--- config.mk ---
export PLATFORM = sky130hd
export DESIGN_NAME = scb_serial_cfg
export DESIGN_NICKNAME = d
export VERILOG_FILES = /design/src/design/scb_serial_cfg.v
export VERILOG_INCLUDE_DIRS = /design/src /design/src/design
export SDC_FILE = /design/constraint.sdc
export NUM_CORES = 1
export LEC_CHECK = 0
export ABC_AREA = 1
export ABC_CLOCK_PERIOD_IN_PS = 2700
export BUFFER_PORTS_ARGS = -buffer_cell sky130_fd_sc_hd__buf_4
export CAP_MARGIN = 5
export CELL_PAD_IN_SITES_DETAIL_PLACEMENT = 0
export CELL_PAD_IN_SITES_GLOBAL_PLACEMENT = 2
export CORE_AREA = 2 2 138 140
export CTS_CLUSTER_SIZE = 16
export DETAILED_ROUTE_END_ITERATION = 8
export DIE_AREA = 0 0 140 142
export MAX_ROUTING_LAYER = met4
export PLACE_DENSITY_LB_ADDON = 0.1
export RECOVER_POWER = 25
export SYNTH_ARGS = -nofsm -noshare
export SYNTH_HDL_FRONTEND = slang
export SYNTH_SLANG_ARGS = --single-unit
export TNS_END_PERCENT = 100
--- constraint.sdc ---
create_clock -name aclk -period 2.7 [get_ports aclk]
set_clock_uncertainty 0.05 [all_clocks]
set_input_delay 0.675 -clock aclk [delete_from_list [all_inputs] [get_ports aclk]]
set_output_delay 0.675 -clock aclk [all_outputs]
set_load 0.01 [all_outputs]
--- src/design/scb_defs.vh ---
// Register offsets, field positions, reset values and divider codes of the serial channel 2 configuration block.
// Assumes a 32-bit AXI4-Lite register bus where each register takes one aligned word.
`ifndef SCB_DEFS_VH
`define SCB_DEFS_VH

// Register byte offsets within the block's window, taken from the low address bits.
`define SCB_OFF_BAUD       8'h00
`define SCB_OFF_ASYNC      8'h04
`define SCB_OFF_CHMODE     8'h08
`define SCB_OFF_OSC        8'h0c
`define SCB_OFF_STATUS     8'h10
`define SCB_BAUD_ADDR_DOC  16'hff73

// Reset values.
`define SCB_RST_BYTE       8'h00

// Asynchronous mode register fields.
`define SCB_AS_CLKSEL      0
`define SCB_AS_ERRMASK     1
`define SCB_AS_STOP        2
`define SCB_AS_CHARLEN     3
`define SCB_AS_PAR_LO      4
`define SCB_AS_PAR_HI      5
`define SCB_AS_RXEN        6
`define SCB_AS_TXEN        7

// Channel mode control: bits that must stay zero.
`define SCB_CH_MUSTZERO    8'h79

// Prescale source codes and divider constants.
`define SCB_PS_MAX         4'h0
`define SCB_PS_FIRST       4'h5
`define SCB_PS_LAST        4'he
`define SCB_K_BYPASS       4'hf
`define SCB_K_BASE         5'h10

// AXI responses.
`define SCB_RESP_OKAY      2'b00
`define SCB_RESP_SLVERR    2'b10

`endif

--- src/design/scb_serial_cfg.v ---
// Configuration registers and baud generator of serial channel 2 with an AXI4-Lite slave.
// Assumes one 20 MHz clock, a synchronous active-low reset and a single-beat AXI4-Lite master.
`default_nettype none
`include "scb_defs.vh"

// Notes on behaviour
// The clocked three-wire mode is set up through channel mode, asynchronous mode and baud control together.
// Reset clears channel mode control to zero and software may write it per bit or per byte.
// Software keeps bit 0 and bits 3 to 6 of channel mode control at zero.
// The asynchronous mode register takes bit or byte writes and resets to zero.
// Software holds the asynchronous mode register at zero while the three-wire mode is in use.
// Asynchronous mode bit 0 picks the external clock pin at zero or the baud generator at one.
// Asynchronous mode bit 1 at one suppresses the completion interrupt on a receive error.
// Asynchronous mode bits 2, 3 and 5:4 give stop length, character length and parity.
// Bit 7 enables transmit, bit 6 enables receive, and clearing receive stops it at once.
// Baud control takes only whole-byte writes and resets to zero.
// Baud bits 3:0 divide the counter source by 16+k for k 0 to 14, and 1111 passes it through.
// Baud bits 7:4 pick the source as the main clock over 2^10 for 0000 or 2^(n-1) for codes 0101 to 1110.
// The main clock is the oscillator clock when the halving select is one, else half of it.
// Software does not write baud control while a transfer runs.
// With the divider bypassed the serial clock equals the counter source clock.
// An external serial clock needs no baud control setting.
// A prohibited source code holds the generated serial clock stopped.
module scb_serial_cfg (
   input  wire        aclk,
   input  wire        aresetn,
   input  wire        osc_tick,
   input  wire        external_uart_clock_pin,
   input  wire [31:0] s_axi_awaddr,
   input  wire        s_axi_awvalid,
   output reg         s_axi_awready,
   input  wire [31:0] s_axi_wdata,
   input  wire [3:0]  s_axi_wstrb,
   input  wire        s_axi_wvalid,
   output reg         s_axi_wready,
   output reg  [1:0]  s_axi_bresp,
   output reg         s_axi_bvalid,
   input  wire        s_axi_bready,
   input  wire [31:0] s_axi_araddr,
   input  wire        s_axi_arvalid,
   output reg         s_axi_arready,
   output reg  [31:0] s_axi_rdata,
   output reg  [1:0]  s_axi_rresp,
   output reg         s_axi_rvalid,
   input  wire        s_axi_rready,
   output reg  [7:0]  channel_mode_control,
   output reg  [7:0]  async_frame_mode,
   output reg         source_tick,
   output reg         serial_tick,
   output reg         uart_clock_tick,
   output reg         source_code_bad
);

   // Register storage.
   reg  [7:0]  baud_divider_control_reg;
   reg  [7:0]  async_frame_mode_reg;
   reg  [7:0]  channel_mode_control_reg;
   reg         main_clock_halving_select_reg;
   // Write channel capture.
   reg         aw_held_reg;
   reg         w_held_reg;
   reg  [7:0]  aw_addr_reg;
   reg  [31:0] w_data_reg;
   reg  [3:0]  w_strb_reg;
   // Generator state.
   // The prescaler counts main ticks and the divider counts prescaler pulses.
   reg         half_reg;
   reg  [9:0]  pre_cnt_reg;
   reg  [4:0]  div_cnt_reg;
   reg         ext_pin_last_reg;

   wire        main_tick;
   wire        pre_done;
   wire        src_ok;
   wire [9:0]  pre_limit;
   wire        do_write;
   wire        ext_edge;

   // Prescale limit for a source code: cycles of main tick minus one, zero for pass-through.
   // Codes 0101 to 1110 count 2^(code-5) main ticks and code 0000 counts 1024.
   // Prohibited codes also return zero, but src_ok keeps the prescaler from counting then.
   function [9:0] scb_pre_limit;
      input [3:0] code;
      begin
         if (code == `SCB_PS_MAX) begin
            scb_pre_limit = 10'h3ff;
         end else if (code >= `SCB_PS_FIRST && code <= `SCB_PS_LAST) begin
            scb_pre_limit = (10'h001 << (code - `SCB_PS_FIRST)) - 10'h001;
         end else begin
            scb_pre_limit = 10'h000;
         end
      end
   endfunction

   // Legal source code check.
   function scb_src_legal;
      input [3:0] code;
      begin
         scb_src_legal = (code == `SCB_PS_MAX) || (code >= `SCB_PS_FIRST && code <= `SCB_PS_LAST);
      end
   endfunction

   // Main clock is the oscillator tick, or every second one when halving is chosen.
   // All generator pulses are one-cycle enables on aclk; no derived clock is made.
   assign main_tick = osc_tick & (main_clock_halving_select_reg | half_reg);
   assign pre_limit = scb_pre_limit(baud_divider_control_reg[7:4]);
   assign src_ok    = scb_src_legal(baud_divider_control_reg[7:4]);
   assign pre_done  = main_tick & src_ok & (pre_cnt_reg == pre_limit);
   assign do_write  = aw_held_reg & w_held_reg & ~s_axi_bvalid;
   assign ext_edge  = external_uart_clock_pin & ~ext_pin_last_reg;

   // Oscillator halving toggle.
   // The phase runs whatever the halving select is, so a change of select acts at the next tick.
   always @(posedge aclk) begin
      if (!aresetn) begin
         half_reg <= 1'b0;
      end else if (osc_tick) begin
         half_reg <= ~half_reg;
      end
   end

   // Power-of-two prescaler producing the 5-bit counter source tick.
   always @(posedge aclk) begin
      if (!aresetn) begin
         pre_cnt_reg <= 10'h000;
         source_tick <= 1'b0;
      end else begin
         source_tick <= pre_done;
         if (!src_ok) begin
            pre_cnt_reg <= 10'h000;
         end else if (main_tick) begin
            pre_cnt_reg <= pre_done ? 10'h000 : pre_cnt_reg + 10'h001;
         end
      end
   end

   // Divide-by-(16+k) counter, bypassed for k of all ones.
   // The limit is an equality compare: shrinking k mid-count lets the counter pass its wrap first,
   // which is one reason baud control must not be written while a transfer runs.
   always @(posedge aclk) begin
      if (!aresetn) begin
         div_cnt_reg <= 5'h00;
         serial_tick <= 1'b0;
      end else if (baud_divider_control_reg[3:0] == `SCB_K_BYPASS) begin
         div_cnt_reg <= 5'h00;
         serial_tick <= pre_done;
      end else if (pre_done) begin
         if (div_cnt_reg == `SCB_K_BASE + {1'b0, baud_divider_control_reg[3:0]} - 5'h01) begin
            div_cnt_reg <= 5'h00;
            serial_tick <= 1'b1;
         end else begin
            div_cnt_reg <= div_cnt_reg + 5'h01;
            serial_tick <= 1'b0;
         end
      end else begin
         serial_tick <= 1'b0;
      end
   end

   // UART clock select between the external pin edge and the generator.
   // In bypass the prescaler pulse is taken directly, so the tick lines up with serial_tick.
   // The pin detector resets low, so a pin already high at reset release gives one tick.
   always @(posedge aclk) begin
      if (!aresetn) begin
         ext_pin_last_reg <= 1'b0;
         uart_clock_tick  <= 1'b0;
         source_code_bad  <= 1'b0;
      end else begin
         ext_pin_last_reg <= external_uart_clock_pin;
         uart_clock_tick  <= async_frame_mode_reg[`SCB_AS_CLKSEL] ?
                             (baud_divider_control_reg[3:0] == `SCB_K_BYPASS ? pre_done : serial_tick) :
                             ext_edge;
         source_code_bad  <= ~src_ok;
      end
   end

   // Write address and data are taken independently and held until the response.
   // Each ready is a one-cycle pulse so a valid that is still held is not taken twice.
   // A captured pair waits while an earlier write response is still unanswered.
   always @(posedge aclk) begin
      if (!aresetn) begin
         aw_held_reg   <= 1'b0;
         w_held_reg    <= 1'b0;
         aw_addr_reg   <= 8'h00;
         w_data_reg    <= 32'h00000000;
         w_strb_reg    <= 4'h0;
         s_axi_awready <= 1'b0;
         s_axi_wready  <= 1'b0;
      end else begin
         s_axi_awready <= ~aw_held_reg & ~s_axi_awready & s_axi_awvalid;
         s_axi_wready  <= ~w_held_reg & ~s_axi_wready & s_axi_wvalid;
         if (s_axi_awvalid & s_axi_awready) begin
            aw_held_reg <= 1'b1;
            aw_addr_reg <= s_axi_awaddr[7:0];
         end else if (do_write) begin
            aw_held_reg <= 1'b0;
         end
         if (s_axi_wvalid & s_axi_wready) begin
            w_held_reg <= 1'b1;
            w_data_reg <= s_axi_wdata;
            w_strb_reg <= s_axi_wstrb;
         end else if (do_write) begin
            w_held_reg <= 1'b0;
         end
      end
   end

   // Register writes and the write response.
   // Only strobe lane 0 carries a register; a bit write is done as a read-modify-write of the byte.
   always @(posedge aclk) begin
      if (!aresetn) begin
         baud_divider_control_reg      <= `SCB_RST_BYTE;
         async_frame_mode_reg          <= `SCB_RST_BYTE;
         channel_mode_control_reg      <= `SCB_RST_BYTE;
         main_clock_halving_select_reg <= 1'b0;
         s_axi_bvalid                  <= 1'b0;
         s_axi_bresp                   <= `SCB_RESP_OKAY;
      end else begin
         if (s_axi_bvalid & s_axi_bready) begin
            s_axi_bvalid <= 1'b0;
         end
         if (do_write) begin
            s_axi_bvalid <= 1'b1;
            s_axi_bresp  <= `SCB_RESP_OKAY;
            case (aw_addr_reg)
               `SCB_OFF_BAUD: begin
                  if (w_strb_reg[0]) begin
                     baud_divider_control_reg <= w_data_reg[7:0];
                  end
               end
               `SCB_OFF_ASYNC: begin
                  if (w_strb_reg[0]) begin
                     async_frame_mode_reg <= w_data_reg[7:0];
                  end
               end
               `SCB_OFF_CHMODE: begin
                  if (w_strb_reg[0]) begin
                     channel_mode_control_reg <= w_data_reg[7:0];
                  end
               end
               `SCB_OFF_OSC: begin
                  if (w_strb_reg[0]) begin
                     main_clock_halving_select_reg <= w_data_reg[0];
                  end
               end
               `SCB_OFF_STATUS: begin
                  s_axi_bresp <= `SCB_RESP_OKAY;
               end
               default: begin
                  s_axi_bresp <= `SCB_RESP_SLVERR;
               end
            endcase
         end
      end
   end

   // Read channel: one read at a time, answered the cycle after the address is taken.
   // Unmapped offsets read zero with a slave error; the status word is built at each read.
   always @(posedge aclk) begin
      if (!aresetn) begin
         s_axi_arready <= 1'b0;
         s_axi_rvalid  <= 1'b0;
         s_axi_rdata   <= 32'h00000000;
         s_axi_rresp   <= `SCB_RESP_OKAY;
      end else begin
         s_axi_arready <= ~s_axi_arready & ~s_axi_rvalid & s_axi_arvalid;
         if (s_axi_rvalid & s_axi_rready) begin
            s_axi_rvalid <= 1'b0;
         end
         if (s_axi_arvalid & s_axi_arready) begin
            s_axi_rvalid <= 1'b1;
            s_axi_rresp  <= `SCB_RESP_OKAY;
            case (s_axi_araddr[7:0])
               `SCB_OFF_BAUD:   s_axi_rdata <= {24'h000000, baud_divider_control_reg};
               `SCB_OFF_ASYNC:  s_axi_rdata <= {24'h000000, async_frame_mode_reg};
               `SCB_OFF_CHMODE: s_axi_rdata <= {24'h000000, channel_mode_control_reg};
               `SCB_OFF_OSC:    s_axi_rdata <= {31'h00000000, main_clock_halving_select_reg};
               `SCB_OFF_STATUS: s_axi_rdata <= {27'h0000000, div_cnt_reg == 5'h00, ~src_ok,
                                                 |(channel_mode_control_reg & `SCB_CH_MUSTZERO),
                                                 async_frame_mode_reg != 8'h00, half_reg};
               default: begin
                  s_axi_rdata <= 32'h00000000;
                  s_axi_rresp <= `SCB_RESP_SLVERR;
               end
            endcase
         end
      end
   end

   // Register copies to the UART and three-wire logic; error mask and enables act downstream.
   // The copies lag the registers by one cycle, so downstream logic sees a write one cycle late.
   always @(posedge aclk) begin
      if (!aresetn) begin
         channel_mode_control <= `SCB_RST_BYTE;
         async_frame_mode     <= `SCB_RST_BYTE;
      end else begin
         channel_mode_control <= channel_mode_control_reg;
         async_frame_mode     <= async_frame_mode_reg;
      end
   end

endmodule
`default_nettype wire

After elaboration in Yosys (flattened, before gate mapping)

Index checks and enable logic that the tools add are counted.

Add/sub/neg operators: 6
Multipliers: 0
Div/mod/pow operators: 0
Order comparisons: 2
Eq/ne operators: 11
Shift operators: 1
Multiplexer cells: 19
Bitwise gates (word level): 29
Reduce and logical (&&, ||, !) cells: 20

Operators by type and width:

| operator                                                              | count |
|---|---|
| 8-bit case mux with 5 select lines                                    | 1 |
| 8-bit by 4-bit equality test with 1-bit output, second input constant | 4 |
| 10-bit two-way mux                                                    | 3 |
| 1-bit AND                                                             | 17 |
| 8-bit by 3-bit equality test with 1-bit output, second input constant | 2 |
| 8-bit by 5-bit equality test with 1-bit output, second input constant | 2 |
| 8-bit zero test                                                       | 2 |
| 5-bit OR reduction                                                    | 3 |
| 1-bit two-way mux                                                     | 12 |
| 3-bit AND reduction                                                   | 4 |
| 1-bit inverter                                                        | 11 |
| 10-bit by 1-bit adder with 10-bit output, second input constant       | 1 |
| 10-bit equality test                                                  | 1 |
| 1-bit by 4-bit left shift with 10-bit output, first input constant    | 1 |
| 10-bit by 1-bit subtractor with 10-bit output, second input constant  | 1 |
| 2-bit nonzero test                                                    | 4 |
| 8-bit nonzero test                                                    | 1 |
| 5-bit by 1-bit adder with 5-bit output, second input constant         | 1 |
| 5-bit by 4-bit adder with 5-bit output, first input constant          | 1 |
| 5-bit equality test                                                   | 1 |
| 5-bit zero test                                                       | 1 |
| 5-bit two-way mux                                                     | 1 |
| 5-bit by 1-bit subtractor with 5-bit output, second input constant    | 1 |
| 4-bit equality test, second input constant                            | 1 |
| 10 further kinds                                                      | 11 |

Bits in registers: 122
Latch bits: 0
Bits in writable memories: 0
Memory bits (read-only): 0
Input port bits: 109
Output and inout port bits: 61
Word-level logic and storage cells: 115
Memories: 0

Depth between registers and ports, before layout

Word-level depth: 9
Depth in mapped cells: 17
Depth with buffers taken out: 17

Worst setup path before layout

Ideal clock, no wire load.

Path type: flip-flop to flip-flop
From: reg baud_divider_control_reg[6]
To: reg div_cnt_reg[1]
Library setup time: 0.118 ns
Arrival: 1.937 ns
Required time: 2.532 ns
Path slack: 0.596 ns
Cell stages (with the launch flop): 13
Buffers on the path: 0
Clock period less this slack: 2.104 ns
Cells stage by stage: dfxtp_1 > inv_2 > nor2_2 > nand2_1 > ha_1 > nand2_1 > nand2_1 > nand3_1 > nand3b_1 > nor2_2 > nand3b_4 > o21bai_4 > nor2_1

Word-level cells in the longest chain between the ends: 7
Elaborated cells on any way between the ends: 13
Those cells by class: 2 x add/sub; 2 x order compare; 1 x eq/ne; 1 x shift; 2 x mux; 2 x bitwise; 3 x reduce/logical

Ends and longest elaborated chain:

| item                                                         | line                 | text |
|---|---|---|
| start: declaration                                           | scb_serial_cfg.v:55  | `reg [7:0] baud_divider_control_reg;` |
| start signal: assignment                                     | scb_serial_cfg.v:212 | `` baud_divider_control_reg <= `SCB_RST_BYTE; `` |
| start signal: assignment                                     | scb_serial_cfg.v:228 | `baud_divider_control_reg <= w_data_reg[7:0];` |
| 4-bit by 3-bit subtractor with 4-bit output (no source line) | n/a                  |  |
| 1-bit by 4-bit left shift with 10-bit output                 | scb_serial_cfg.v:88  | `` scb_pre_limit = (10'h001 << (code - `SCB_PS_FIRST)) - 10'h001; `` |
| 10-bit by 1-bit subtractor with 10-bit output                | scb_serial_cfg.v:88  |  |
| 10-bit two-way mux                                           | scb_serial_cfg.v:87  | `` end else if (code >= `SCB_PS_FIRST && code <= `SCB_PS_LAST) begin `` |
| 10-bit two-way mux                                           | scb_serial_cfg.v:85  | `` if (code == `SCB_PS_MAX) begin `` |
| 10-bit equality test                                         | scb_serial_cfg.v:108 | `assign pre_done = main_tick & src_ok & (pre_cnt_reg == pre_limit);` |
| 1-bit AND (*)                                                | scb_serial_cfg.v:108 |  |
| end signal: assignment                                       | scb_serial_cfg.v:152 | `div_cnt_reg <= div_cnt_reg + 5'h01;` |
| end: declaration                                             | scb_serial_cfg.v:69  | `reg [4:0] div_cnt_reg;` |

Every way passes the cells marked *; elsewhere a longest branch is shown, timed or not.
A chain may end at the register's enable or synchronous reset.

Worst setup path in the final report

From: reg baud_divider_control_reg[4]
To: reg div_cnt_reg[1]

The elaborated chain is that of the path after synthesis.

==> metrics.txt <==
# TYPE chip_impl_metric gauge
chip_impl_metric{name="routed_wl_per_cell",unit="um"} 14.1
chip_impl_metric{name="fillers",unit=""} 2051
chip_impl_metric{name="synth_seq_cells",unit=""} 96
chip_impl_metric{name="power.density_cell_area",unit="nW/um^2"} 523
chip_impl_info{name="reg2reg_to",value="div_cnt_reg[1]$_SDFFE_PP0P_"} 1
chip_impl_metric{name="globalplace.congestion",unit=""} 0.833
chip_impl_metric{name="floorplan.core_area",unit="sq um"} 18500
chip_impl_metric{name="area_growth",unit="%"} 22.7
chip_impl_metric{name="fp-row-count",unit=""} 50
chip_impl_info{name="worstPathCellList",value="inv_1 -> nor2_4 -> nand2_1 -> ha_1 -> inv_1 -> nand2_1 -> nand3_1 -> nand3_1 -> nand2_1 -> and3_4 -> nand3b_4 -> o21bai_4 -> nor2_1"} 1
chip_impl_metric{name="report.final.slew_viol_count",unit=""} 0
chip_impl_metric{name="max_freq",unit="MHz"} 421
chip_impl_metric{name="clk-insertion-delay-late",unit="ns"} 0.35
chip_impl_metric{name="crit_path_max_incr_delay",unit="ns"} 0.33
chip_impl_metric{name="gr-total-overflow",unit=""} 0
chip_impl_metric{name="detailroute.wirelength.met3",unit="um"} 443
chip_impl_metric{name="ys.warnings.count",unit=""} 0
chip_impl_info{name="final_common_cell",value="sky130_fd_sc_hd__nand2_1"} 1
chip_impl_metric{name="max_slew.worst_pin.slew",unit="ns"} 1.49
chip_impl_metric{name="die_x",unit="um"} 140
chip_impl_metric{name="dieArea",unit="sq um"} 19900
chip_impl_metric{name="crit_path_max_fanout",unit=""} 7
chip_impl_metric{name="synth_top_area_share",unit="%"} 41.1
chip_impl_metric{name="routed_via_density",unit=""} 4.36
chip_impl_metric{name="routed_wl",unit="um"} 13600
chip_impl_metric{name="yosys.cell_types.count",unit=""} 45
chip_impl_metric{name="period_minus_ws_final",unit="ns"} 2.37
chip_impl_metric{name="slew_headroom",unit="%"} 0.505
chip_impl_metric{name="worst_ir_drop_vdd",unit="mV"} 0.302
chip_impl_metric{name="met1Wirelength",unit="um"} 7070
chip_impl_metric{name="detail_route.drc_violations",unit=""} 6
chip_impl_metric{name="grt_start_max_net_pins",unit=""} 39
chip_impl_metric{name="final_hold_viol_count",unit=""} 0
chip_impl_metric{name="post-route-period-util",unit="%"} 88.0
chip_impl_info{name="post_synth_main_area_contributors",value="sky130_fd_sc_hd__dfxtp_1, sky130_fd_sc_hd__nand2_1, sky130_fd_sc_hd__inv_1, sky130_fd_sc_hd__a21oi_1, sky130_fd_sc_hd__o21ai_0"} 1
chip_impl_metric{name="timing.final.setup_violations",unit=""} 0
chip_impl_metric{name="synth.cell_area",unit="sq um"} 4670
chip_impl_metric{name="worst_setup_hold_path_clk_slew",unit="ns"} 0.07
chip_impl_info{name="worstHoldStart",value="s_axi_arready$_SDFF_PN0_"} 1
chip_impl_metric{name="report.power.total",unit="mW"} 3.00
chip_impl_info{name="rr_startpoint",value="baud_divider_control_reg[4]$_SDFFE_PN0P_"} 1
chip_impl_metric{name="chipHeight",unit="um"} 142
chip_impl_info{name="dr.max_layer_used",value="met4"} 1
chip_impl_metric{name="worst_ep_required_time",unit="ns"} 2.89
chip_impl_metric{name="cap_violations",unit=""} 1
chip_impl_metric{name="cts_setup_buffers",unit=""} 0
chip_impl_metric{name="setup.reg_to_reg.worst_slack",unit="ns"} 0.33
chip_impl_metric{name="drt_first_iter_violations",unit=""} 188
chip_impl_metric{name="io_buffers",unit=""} 68
chip_impl_info{name="failed_checks",value="design-rule violations, max-capacitance violations"} 1
chip_impl_metric{name="dr.pass1.iters",unit=""} 7
chip_impl_info{name="cp-end-kind",value="flip-flop"} 1
chip_impl_metric{name="place_hpwl",unit="um"} 10400
chip_impl_info{name="timing.hold.worst_endpoint",value="s_axi_arready$_SDFF_PN0_"} 1
chip_impl_metric{name="worstPathBufferInverterCount",unit=""} 2
chip_impl_metric{name="cts_inserted_buffers",unit=""} 9
chip_impl_metric{name="antenna_diode_count",unit=""} 0
chip_impl_info{name="tritoncts_clock_tree",value="built"} 1
chip_impl_info{name="hp-class",value="reg2reg"} 1
chip_impl_metric{name="grt_first_pass_wirelength",unit="um"} 22100
chip_impl_metric{name="first_global_vias",unit=""} 4178
chip_impl_metric{name="boundaryPins",unit=""} 170
chip_impl_info{name="cts_root_buf",value="sky130_fd_sc_hd__clkbuf_16"} 1
chip_impl_info{name="critical_path.top_delay_family",value="simple AND/OR/NAND/NOR gates"} 1
chip_impl_metric{name="initial_antenna_violation_count",unit=""} 0
chip_impl_metric{name="min_path_cells",unit=""} 1
chip_impl_metric{name="via_count",unit=""} 4205
chip_impl_info{name="path_common_cell",value="sky130_fd_sc_hd__nand2_1"} 1
chip_impl_metric{name="p_leak",unit="nW"} 2.59
chip_impl_info{name="timing.setup.critical_path_class",value="reg2reg"} 1
chip_impl_metric{name="fin_setup_tns",unit="ns"} 0
chip_impl_info{name="yosys.area.top_type",value="sky130_fd_sc_hd__dfxtp_1"} 1
chip_impl_info{name="critical_path.startpoint_type",value="flip-flop"} 1
chip_impl_metric{name="initial_utilization",unit="%"} 25.3
chip_impl_metric{name="design.final.nets",unit=""} 840
chip_impl_metric{name="postSynthCellCount",unit=""} 647
chip_impl_metric{name="cp.depth",unit=""} 13
chip_impl_metric{name="clockBufferDepth",unit=""} 2
chip_impl_metric{name="tritoncts_num_sinks",unit=""} 96
chip_impl_metric{name="worst-r2r-cell-count",unit=""} 13
chip_impl_metric{name="total_global_routing_track_utilization",unit="%"} 14.6
chip_impl_info{name="setup_repair_after_global_routing_missed_its_margin",value="no"} 1
chip_impl_info{name="run_status",value="finished with violations"} 1
chip_impl_info{name="timing.critical_path.slowest_stage_cell",value="sky130_fd_sc_hd__dfxtp_1"} 1
chip_impl_metric{name="met2_length",unit="um"} 5840
chip_impl_metric{name="critPathArrivalTime",unit="ns"} 2.57
chip_impl_metric{name="synthesis.area_per_instance",unit="sq um"} 7.22
chip_impl_info{name="layout.cells.most_common_list",value="sky130_fd_sc_hd__nand2_1, sky130_fd_sc_hd__dfxtp_1, sky130_fd_sc_hd__inv_1, sky130_fd_sc_hd__buf_4, sky130_fd_sc_hd__nor2_1"} 1
chip_impl_metric{name="antenna_violating_nets_post_route",unit=""} 0
chip_impl_metric{name="cts_max_level",unit=""} 3
chip_impl_metric{name="synth.yosys.seq_area_share",unit="%"} 41.1
chip_impl_metric{name="post_route_cells_drive_above_1_share",unit="%"} 17.3
## synth_stat cells (all sizes together)
cell      n
nand2   135
nor4      6
a21oi    50
o21bai    1
a22oi     1
conb      1
o221ai    2
nand3    44
o31ai     1
a41oi     1
nor3     19
xor2      9
or3b      1
nand4    13
and2      1
a31oi     1
or2       1
nand3b    3
or4       1
a221oi    1
ha        6
and3      1
buf      32
o21a      3
nor2     63
a211oi    9
dfxtp    96
inv      86
xnor2     1
clkbuf   12
o21ai    46
## worst max path at each step
stage                             endpoint                                startpoint  slack, ns
2_1_floorplan  div_cnt_reg[1]$_SDFFE_PP0P_  baud_divider_control_reg[6]$_SDFFE_PN0P_       0.60
5_1_grt        pre_cnt_reg[5]$_SDFFE_PN0P_  baud_divider_control_reg[4]$_SDFFE_PN0P_       0.03
3_5_place_dp   div_cnt_reg[1]$_SDFFE_PP0P_  baud_divider_control_reg[6]$_SDFFE_PN0P_       0.13
3_3_place_gp   div_cnt_reg[1]$_SDFFE_PP0P_  baud_divider_control_reg[6]$_SDFFE_PN0P_        0.1
4_1_cts        div_cnt_reg[1]$_SDFFE_PP0P_  baud_divider_control_reg[6]$_SDFFE_PN0P_       0.11
6_report       div_cnt_reg[1]$_SDFFE_PP0P_  baud_divider_control_reg[4]$_SDFFE_PN0P_       0.33
## final cells by class
type / instances / area, sq um / area share (%)
sequential: 96 / 1930 / 33.6
timing repair buffer: 86 / 638 / 11.1
multi-input combinational: 446 / 2250 / 39.2
clock buffer: 10 / 229 / 4.00
clock inverter: 6 / 75.1 / 1.31
tap: 234 / 293 / 5.11
inverter: 86 / 323 / 5.63
## routing by layer
layer	up-vias	GRT usage [%]
li1	2211	-
met1	1896	20.4
met2	83	21.7
met3	15	2.05
met4	0	4.78
met5	-	-
## stage by stage
step / setup WS, ns / hold WS [ns] / utilization, % / cell area, sq um / cells
after floorplan: 0.596 / 0.367 / - / 4760 / 672
after global placement: 0.0993 / 0.382 / 29.4 / 5430 / 948
after detailed placement: 0.135 / 0.385 / 29.4 / 5430 / 948
after CTS: 0.111 / 0.395 / 31.1 / 5740 / 964
after global routing: 0.0289 / 0.421 / 31.0 / 5730 / 964
final: 0.325 / 0.393 / 31.0 / 5730 / 964
## timing repair
| action | 4_1_cts | 5_1_grt |
|---|---|---|
| hold buffers | 0 | 0 |
| setup endpoints to repair | 0 | 16 |
| gates resized for setup | 0 | 5 |
| hold endpoints to repair | 0 | 0 |
## power by group
group	internal, mW	leakage, nW	switching, mW	total (mW)
registers	1.44	0.779	0.0159	1.46
logic	0.0737	1.66	0.118	0.192
clock network	0.737	0.151	0.612	1.35
## kinds of logic (layout without fill, tap and decap cells)
| kind of cell | after synthesis | after routing | share of synthesized area [%] |
|---|---|---|---|
| flip-flops | 96 | 96 | 41.1 |
| AND/OR/NAND/NOR | 288 | 288 | 28.4 |
| buffers and inverters | 130 | 188 | 13.0 |
| AO/OA/AOI/OAI | 116 | 116 | 13.9 |
| other | 1 | 26 | 0.0803 |
| adder cells (fa/ha/maj) | 6 | 6 | 1.61 |
| XOR/XNOR | 10 | 10 | 1.88 |
(Power assumes the default switching activity.)
